### src/mnx_pkg.sv
// Purpose: shared constants and carriers for the multiply/negate/no-op unit
// Assumes: 8-bit data path, 16-bit instruction word, four-phase cycle
// Notes:   phase counter runs q1..q4 continuously from reset
package mnx_pkg;

   // ===========================================================
   // opcode patterns
   localparam logic [6:0]  MNX_OP_MUL      = 7'h01;  // 0000 001
   localparam logic [6:0]  MNX_OP_NEG      = 7'h36;  // 0110 110
   localparam logic [3:0]  MNX_OP_IDLE_TOP  = 4'hf;
   localparam logic [15:0] MNX_OP_IDLE_ZERO = 16'h0000;
   localparam logic [7:0]  MNX_IDX_LIMIT   = 8'h5f;

   // ===========================================================
   // reset values and field positions
   localparam logic [7:0]  MNX_PROD_RST    = 8'h00;
   localparam logic [7:0]  MNX_DATA_RST    = 8'h00;
   localparam logic [15:0] MNX_INSTR_RST   = 16'h0000;
   localparam logic [4:0]  MNX_FLAGS_RST   = 5'h00;
   localparam int          MNX_ACCESS_BIT  = 8;
   localparam int          MNX_PHASES      = 4;

   // ===========================================================
   // types
   typedef enum logic [1:0] {MNX_Q1, MNX_Q2, MNX_Q3, MNX_Q4} mnx_phase_e;

   typedef enum logic [1:0]
   {
      MNX_ADDR_ACCESS,
      MNX_ADDR_BANKED,
      MNX_ADDR_INDEXED
   } mnx_mode_e;

   typedef struct packed
   {
      logic n;
      logic overflow_flag;
      logic z;
      logic digit_carry_flag;
      logic c;
   } mnx_flags_s;

   typedef struct packed
   {
      mnx_mode_e  mode;
      logic [3:0] bank;
      logic [7:0] offset;
   } mnx_addr_s;

endpackage

### src/mnx_negate.sv
// Purpose: two's-complement negate of one byte with status flags
// Assumes: purely combinational, used in the process phase
// Notes:   flags follow 0 - f subtraction semantics
`timescale 1ns/1ps
module mnx_negate
   import mnx_pkg::*;
(
   // operand
   input  wire logic [7:0] operand_i,
   // result
   output logic [7:0]      result_o,
   output mnx_flags_s      flags_o
);

   logic [8:0] sum;
   logic [4:0] low_sum;

   always_comb
   begin
      sum            = {1'b0, ~operand_i} + 9'h001;
      low_sum        = {1'b0, ~operand_i[3:0]} + 5'h01;
      result_o       = sum[7:0];
      flags_o.c      = sum[8];
      flags_o.digit_carry_flag = low_sum[4];
      flags_o.n      = sum[7];
      flags_o.z      = (sum[7:0] == 8'h00);
      // only 80h negates to itself with a sign clash
      flags_o.overflow_flag = operand_i[7] & sum[7];
   end

endmodule

### src/mnx_exec.sv
// Purpose: execute multiply-by-file, negate-file and no-operation words
// Assumes: decode supplies the word at q1; memory answers reads in q2
// Notes:   all other opcodes are ignored here and leave state untouched
//
// Contract
// - multiply pattern forms unsigned working times file
// - product high byte and low byte stored
// - multiply writes only the product pair
// - multiply never changes any status flag
// - access bit zero access bank, one banked
// - indexed mode: access zero, extended, f<=5Fh
// - negate pattern forms inverse plus one
// - negate writes back and updates five flags
`timescale 1ns/1ps
module mnx_exec
   import mnx_pkg::*;
(
   // clock and reset
   input  wire logic        sys_clk_i,
   input  wire logic        rst_n_i,
   // instruction and core state
   input  wire logic [15:0] instr_i,
   input  wire logic [7:0]  working_i,
   input  wire logic [3:0]  bank_select_register_i,
   input  wire logic        extended_set_i,
   input  wire mnx_flags_s  flags_i,
   // data memory read
   output mnx_addr_s        mem_addr_o,
   output logic             mem_rd_o,
   input  wire logic [7:0]  mem_rdata_i,
   // data memory write
   output logic             mem_wr_o,
   output logic [7:0]       mem_wdata_o,
   // results
   output logic [7:0]       product_high_o,
   output logic [7:0]       product_low_o,
   output logic             product_wr_o,
   output mnx_flags_s       flags_o,
   output logic             flags_wr_o,
   output mnx_phase_e       phase_o,
   output logic             no_operation_o
);

   // ===========================================================
   // phase sequencer
   // free-running: no stall input, so every word costs four edges
   mnx_phase_e phase_reg;
   mnx_phase_e phase_next;

   always_comb
   begin
      unique case (phase_reg)
         MNX_Q1: phase_next = MNX_Q2;
         MNX_Q2: phase_next = MNX_Q3;
         MNX_Q3: phase_next = MNX_Q4;
         MNX_Q4: phase_next = MNX_Q1;
      endcase
   end

   always_ff @(posedge sys_clk_i or negedge rst_n_i)
   begin
      if (!rst_n_i)
         phase_reg <= MNX_Q1;
      else
         phase_reg <= phase_next;
   end

   assign phase_o = phase_reg;

   // ===========================================================
   // decode, latched at q1
   // word is held through q4 so the strobes see a stable decode
   logic [15:0] instr_reg;
   logic [15:0] instr_next;
   logic        is_mul;
   logic        is_neg;
   logic        is_idle;

   always_comb
   begin
      instr_next = instr_reg;
      if (phase_reg == MNX_Q1)
         instr_next = instr_i;
   end

   always_ff @(posedge sys_clk_i or negedge rst_n_i)
   begin
      if (!rst_n_i)
         instr_reg <= MNX_INSTR_RST;
      else
         instr_reg <= instr_next;
   end

   assign is_mul = (instr_reg[15:9] == MNX_OP_MUL);
   assign is_neg = (instr_reg[15:9] == MNX_OP_NEG);
   // no-op words fall outside both patterns, so nothing fires
   assign is_idle = (instr_reg == MNX_OP_IDLE_ZERO)
                  | (instr_reg[15:12] == MNX_OP_IDLE_TOP);
   assign no_operation_o = is_idle;

   // ===========================================================
   // operand addressing
   // mode is only a tag; bank and offset arithmetic live outside
   logic access_a;

   assign access_a = instr_reg[MNX_ACCESS_BIT];

   always_comb
   begin
      mem_addr_o.offset = instr_reg[7:0];
      mem_addr_o.bank   = bank_select_register_i;
      if (access_a)
         mem_addr_o.mode = MNX_ADDR_BANKED;
      else if (extended_set_i && instr_reg[7:0] <= MNX_IDX_LIMIT)
         mem_addr_o.mode = MNX_ADDR_INDEXED;
      else
         mem_addr_o.mode = MNX_ADDR_ACCESS;
   end

   assign mem_rd_o = (phase_reg == MNX_Q2) & (is_mul | is_neg);

   // ===========================================================
   // operand capture in q2, processing in q3
   logic [7:0]  operand_reg;
   logic [7:0]  operand_next;
   logic [15:0] product;
   logic [7:0]  neg_result;
   mnx_flags_s  neg_flags;

   always_comb
   begin
      operand_next = operand_reg;
      // latch only on a real read, so no-ops leave it alone
      if (mem_rd_o)
         operand_next = mem_rdata_i;
   end

   always_ff @(posedge sys_clk_i or negedge rst_n_i)
   begin
      if (!rst_n_i)
         operand_reg <= MNX_DATA_RST;
      else
         operand_reg <= operand_next;
   end

   // working is sampled in q3; a later change to it is not seen
   assign product = 16'(working_i) * 16'(operand_reg);

   // negate runs every cycle; its result is kept only for negate
   mnx_negate u_negate
   (
      .operand_i (operand_reg),
      .result_o  (neg_result),
      .flags_o   (neg_flags)
   );

   // ===========================================================
   // result registers, captured in q3 and written in q4
   // products stand until the next multiply: readable core state
   logic [7:0] prod_hi_reg;
   logic [7:0] prod_hi_next;
   logic [7:0] prod_lo_reg;
   logic [7:0] prod_lo_next;
   logic [7:0] wdata_reg;
   logic [7:0] wdata_next;
   mnx_flags_s flags_reg;
   mnx_flags_s flags_next;

   always_comb
   begin
      prod_hi_next = prod_hi_reg;
      prod_lo_next = prod_lo_reg;
      wdata_next   = wdata_reg;
      flags_next   = flags_reg;
      if (phase_reg == MNX_Q3)
      begin
         // working register and file are never driven here
         if (is_mul)
         begin
            prod_hi_next = product[15:8];
            prod_lo_next = product[7:0];
         end
         if (is_neg)
         begin
            wdata_next = neg_result;
            flags_next = neg_flags;
         end
      end
   end

   always_ff @(posedge sys_clk_i or negedge rst_n_i)
   begin
      if (!rst_n_i)
      begin
         prod_hi_reg <= MNX_PROD_RST;
         prod_lo_reg <= MNX_PROD_RST;
         wdata_reg   <= MNX_DATA_RST;
         flags_reg   <= MNX_FLAGS_RST;
      end
      else
      begin
         prod_hi_reg <= prod_hi_next;
         prod_lo_reg <= prod_lo_next;
         wdata_reg   <= wdata_next;
         flags_reg   <= flags_next;
      end
   end

   // ===========================================================
   // write-back strobes in q4
   // strobes are decoded, not registered, so they land inside q4
   assign product_high_o = prod_hi_reg;
   assign product_low_o  = prod_lo_reg;
   assign product_wr_o   = (phase_reg == MNX_Q4) & is_mul;
   assign mem_wdata_o    = wdata_reg;
   assign mem_wr_o       = (phase_reg == MNX_Q4) & is_neg;
   // flags pass through untouched unless negate writes them
   assign flags_wr_o     = (phase_reg == MNX_Q4) & is_neg;
   assign flags_o        = flags_wr_o ? flags_reg : flags_i;

endmodule

### config.mk
export PLATFORM = sky130hd
export DESIGN_NAME = mnx_exec
export DESIGN_NICKNAME = d
export VERILOG_FILES = /design/src/mnx_pkg.sv /design/src/mnx_negate.sv /design/src/mnx_exec.sv
export SDC_FILE = /design/constraint.sdc
export NUM_CORES = 1
export LEC_CHECK = 0
export ABC_CLOCK_PERIOD_IN_PS = 5000
export BUFFER_PORTS_ARGS = -buffer_cell sky130_fd_sc_hd__buf_2
export CORE_UTILIZATION = 55
export DETAILED_ROUTE_END_ITERATION = 16
export GPL_TIMING_DRIVEN = 1
export PLACE_DENSITY = 0.8
export SETUP_SLACK_MARGIN = 0.4
export SLEW_MARGIN = 20
export SYNTH_ARGS = -nofsm -noshare
export SYNTH_HDL_FRONTEND = slang
export SYNTH_HIERARCHICAL = 1
export SYNTH_SLANG_ARGS = --single-unit
### constraint.sdc
create_clock -name sys_clk_i -period 5 [get_ports sys_clk_i]
set_input_delay 0.25 -clock sys_clk_i [delete_from_list [all_inputs] [get_ports sys_clk_i]]
set_output_delay 0.25 -clock sys_clk_i [all_outputs]
set_load 0.01 [all_outputs]
# Word level (Yosys, flattened, before mapping)
# Index checks and enable logic that the tools add are counted.
[totals]
elab_cells = 39
regBits = 55
[classes]
n_lt_le_gt_ge = 1
n_mux = 4
bitwise_logic = 8
addsub = 2
n_eq_ne = 6
reduce_logical = 6
mul = 1
[ops]
columns = ["operator", "count"]
rows = [
  ["16-bit logical NOT", 1],
  ["8-bit by 8-bit multiplier with 16-bit output", 1],
  ["8-bit by 1-bit adder with 9-bit output, second input constant", 1],
  ["8-bit by 7-bit less-or-equal comparator with 1-bit output, second input constant", 1],
  ["8-bit logical NOT", 1],
  ["8-bit NOT", 1],
  ["2-bit one-hot mux with 4 select lines", 1],
  ["7-bit by 1-bit equality test with 1-bit output, second input constant", 1],
  ["7-bit by 6-bit equality test with 1-bit output, second input constant", 1],
  ["4-bit by 1-bit adder with 5-bit output, second input constant", 1],
  ["5-bit two-way mux", 1],
  ["1-bit bitwise AND", 4],
  ["2-bit equality test, second input constant", 2],
  ["4-bit equality test, second input constant", 1],
  ["2-bit two-way mux", 2],
  ["4-bit NOT", 1],
  ["2-bit AND reduction", 2],
  ["2-bit by 1-bit equality test with 1-bit output, second input constant", 1],
  ["2-bit logical NOT", 1],
  ["1-bit bitwise OR", 2],
  ["1-bit logical AND", 1],
]

# Longest topological paths before layout
[depth]
ltp_word = 4
depth_mapped = 15
mapped_depth_nobuf = 15

# Hierarchy
# The synthesis kept the hierarchy.
[by_module_without_submodules]
columns = ["mod", "n_inst", "cells_per_inst", "area_each_um2"]
rows = [
  ["mnx_exec", 1, 429, 4536.9],
  ["mnx_negate", 1, 31, 220.2],
]

# Least setup slack after synthesis
# No wires, ideal clock.
[synth_path]
kind = "register -> register"
startpoint = "reg operand_reg[6]"
endpoint = "reg prod_hi_reg[7] (netlist: product_high_o[7])"
setup_time_ns = 0.066
path_stages_with_launch = 15
arrival_time_ns = 4.027
slack_ns = 0.907
required_ns = 4.934
cell_sequence = "dfrtp_1 nand2_1 fa_1 fa_1 inv_1 fa_1 inv_1 fa_1 inv_1 ha_1 o211ai_1 a21oi_1 o21ai_0 o41a_1 nand2_1"
[synth_via]
elab_chain_len = 1
[synth_lines]
columns = ["element", "line_no", "source"]
rows = [
  ["start, declared", "mnx_exec.sv:124", "logic [7:0] operand_reg;"],
  ["start signal, assigned", "mnx_exec.sv:143", "operand_reg <= operand_next;"],
  ["8-bit by 8-bit multiplier with 16-bit output", "mnx_exec.sv:147", "assign product = 16'(working_i) * 16'(operand_reg);"],
  ["end signal, assigned", "mnx_exec.sv:202", "prod_hi_reg <= prod_hi_next;"],
  ["end, declared", "mnx_exec.sv:160", "logic [7:0] prod_hi_reg;"],
]
# No other way between the ends.
# A chain may end at the register's enable or synchronous reset.

# Worst setup path in the final report
[layout_path]
startpoint = "reg operand_reg[6]"
endpoint = "reg prod_hi_reg[6] (netlist: product_high_o[6])"
# The elaborated chain is that of the path after synthesis.

==> reports/metrics.csv <==
metric,value,unit
core-area,0.00830,mm2
via_count,3417,
synth-seq-cells,55,
setup-tns-final,0,ns
multi_input_area,0.00303,mm2
fill_cells,673,
grt_max_degree,56,
synth_common_cells,"dfrtp_1 (55), and2_1 (53), inv_1 (53), nand2_1 (45), ha_1 (43)",
clock_latency,0.31,ns
rsz0062_at_grt,false,
fp-row-count,33,
grt_usage,21.3,%
clock_sinks,55,
dpl.hpwl,6930,um
tritoncts,yes,
layout-drive-gt1-share,29.8,%
largest_reg_flops,16,
vdd_drop_max,227,uV
syn-cell-area,0.00476,mm2
dr.pass1.iters,4,
synth_cell_types,51,
die_w,95,um
rrSetupSlack,0.69,ns
synthArstFlopShare,100,%
hold_buffers,0,
fin_ws,0.695,ns
worst_pin_slew,0.770,ns
vias_per_cell,5.35,
path_class,register to register,
portBuffers,85,
grt_overflow_total,0,
min_period,4.31,ns
setup_violations,0,
seq_area_frac_synth,28.9,%
regArea,0.00138,mm2
netlist.area_leader.share,28.9,%
netlist.top_cell.by_area,dfrtp_1,
cts_buffers,5,
outcome,"complete, no violations",
start_util,57.3,%
slew_headroom,48.6,%
start_kind,register,
cts.clk_slew.worst_paths,0.10,ns
gp_congestion,0.829,
fin_crit_sh,86.1,%
remaining_drc_errors,0,
post-route-util,64.0,%
crit_arrival,4.48,ns
synth_edf_count,0,
ys.flop_type,dfrtp_1,
worstSetupEndpointType,register,
report.final.slew_viol_count,0,
p_leak,2.75,nW
wl_per_cell,13.9,um
fmax,0.232,GHz
finalHoldViolCount,0,
die_area,0.00903,mm2
clock-skew-final,0.00617,ns
grt_pass1_wl,15000,um
diodes,0,
p_per_area,352,mW/mm2
drt_iter0_markers,202,
cp_max_fo,12,
cp-startpoint,operand_reg[6],
dp_slack,0.520,ns
cts-root-buf,clkbuf_8,
ioPinCount,94,
synthCells,460,
grt_pass1_vias,3348,
synth_most_common_cell,dfrtp_1,
antenna_found_initial,0,
synth_fp_nets,583,
syn_avg_cell_area,10.3,um2
hold_class,primary input to asynchronous set/reset pin,
htree_levels,2,
ys_warn_count,6,
cts.path.max_buffers,2,
reg2reg_from,operand_reg[6],
final_nets,656,
wl,8860,um
p_total,1.87,mW
die_h,95,um
antenna_left,0,
cp.required,5.18,ns
synthTopCellsByArea,"dfrtp_1 (29%), fa_1 (15%), ha_1 (11%)",
area_growth,11.6,%
maxCapViolCount,0,
[cell families (layout without fill, tap and decap cells)]
group	count (synthesis)	after routing	synth area share [%]
and+or+nand+nor	144	144	16.8
adders and majority gates	79	79	26.5
buffers and inverters	75	149	7.36
DFF	55	55	28.9
muxes	48	48	12.1
AOI/OAI and AO/OA	45	45	5.76
xor gates and xnor gates	14	14	2.58
[timing repair]
action / CTS / global route
endpoints found under the setup margin: 0 / 5
resized for setup: 0 / 6
setup buffers: 0 / 1
[per-layer routing]
| layer | share of wire, % | track usage [%] | routed length [um] |
|---|---|---|---|
| met5 | 0 | 0 | 0 |
| met4 | 1.1 | 5.43 | 97 |
| met3 | 4.3 | 3.78 | 379 |
| met2 | 49 | 35.0 | 4360 |
| met1 | 45 | 29.3 | 4020 |
[cell type report]
| class | count | area share [%] |
|---|---|---|
| inverter | 53 | 3.75 |
| sequential | 55 | 26.0 |
| tap | 105 | 2.47 |
| multi-input combinational | 330 | 57.1 |
| clock inverter | 2 | 0.660 |
| timing repair buffer | 88 | 8.44 |
| clock buffer | 6 | 1.56 |
[through the flow]
stage | cell area, um2 | cells | hold slack, ns
after floorplan | 4760 | 460 | -0.0456
after global placement | 5180 | 630 | 0.418
after detailed placement | 5180 | 630 | 0.426
after CTS | 5300 | 638 | 0.0858
after global routing | 5310 | 639 | 0.132
final | 5310 | 639 | 0.0384
[cell usage in the layout, fill, tap and decap left out, types with 2 or more instances in the layout]
master and n:
a211oi_1 2, a21oi_1 15, and2_1 53, and4_1 2, buf_2 85, buf_4 3, clkbuf_8 6, dfrtp_1 50
dfrtp_2 5, fa_1 36, ha_1 43, inv_1 53, mux2_2 36, mux2_4 10, mux2i_1 2, nand2_1 45
nand2b_1 2, nand3_1 2, nand4_1 2, nor2_1 15, nor3_1 6, nor4_1 2, o21a_1 3, o21ai_0 13
o311ai_1 2, o31ai_1 2, xnor2_1 6, xor2_1 8
[worst paths after layout]
kind	cells after the start	endpoint
setup / recovery	13	product_high_o[6]
hold / removal	2	product_low_o[3]
setup reg to reg	13	product_high_o[6]
hold reg to reg	2	product_low_o[4]
max in group asynchronous	2	operand_reg[7]
min in group sys_clk_i	2	operand_reg[1]
[report_power, final]
part	internal (mW)	total (mW)	leakage, nW	switching (mW)
Sequential	0.472	0.508	0.645	0.0357
Combinational	0.449	1.05	2.04	0.602
Clock	0.162	0.309	0.0612	0.147
Total	1.08	1.87	2.75	0.784
[critical path: stages (launching register included)]
cell and delay, ns:
dfrtp_2 0.50, and2_1 0.20, fa_1 0.48, fa_1 0.53, fa_1 0.55, inv_1 0.05
fa_1 0.52, inv_1 0.04, ha_1 0.36, a21oi_1 0.22, o21ai_0 0.17, o31ai_1 0.30
xor2_1 0.16, o21ai_0 0.08
No activity file was read; power rests on OpenSTA's default activity.
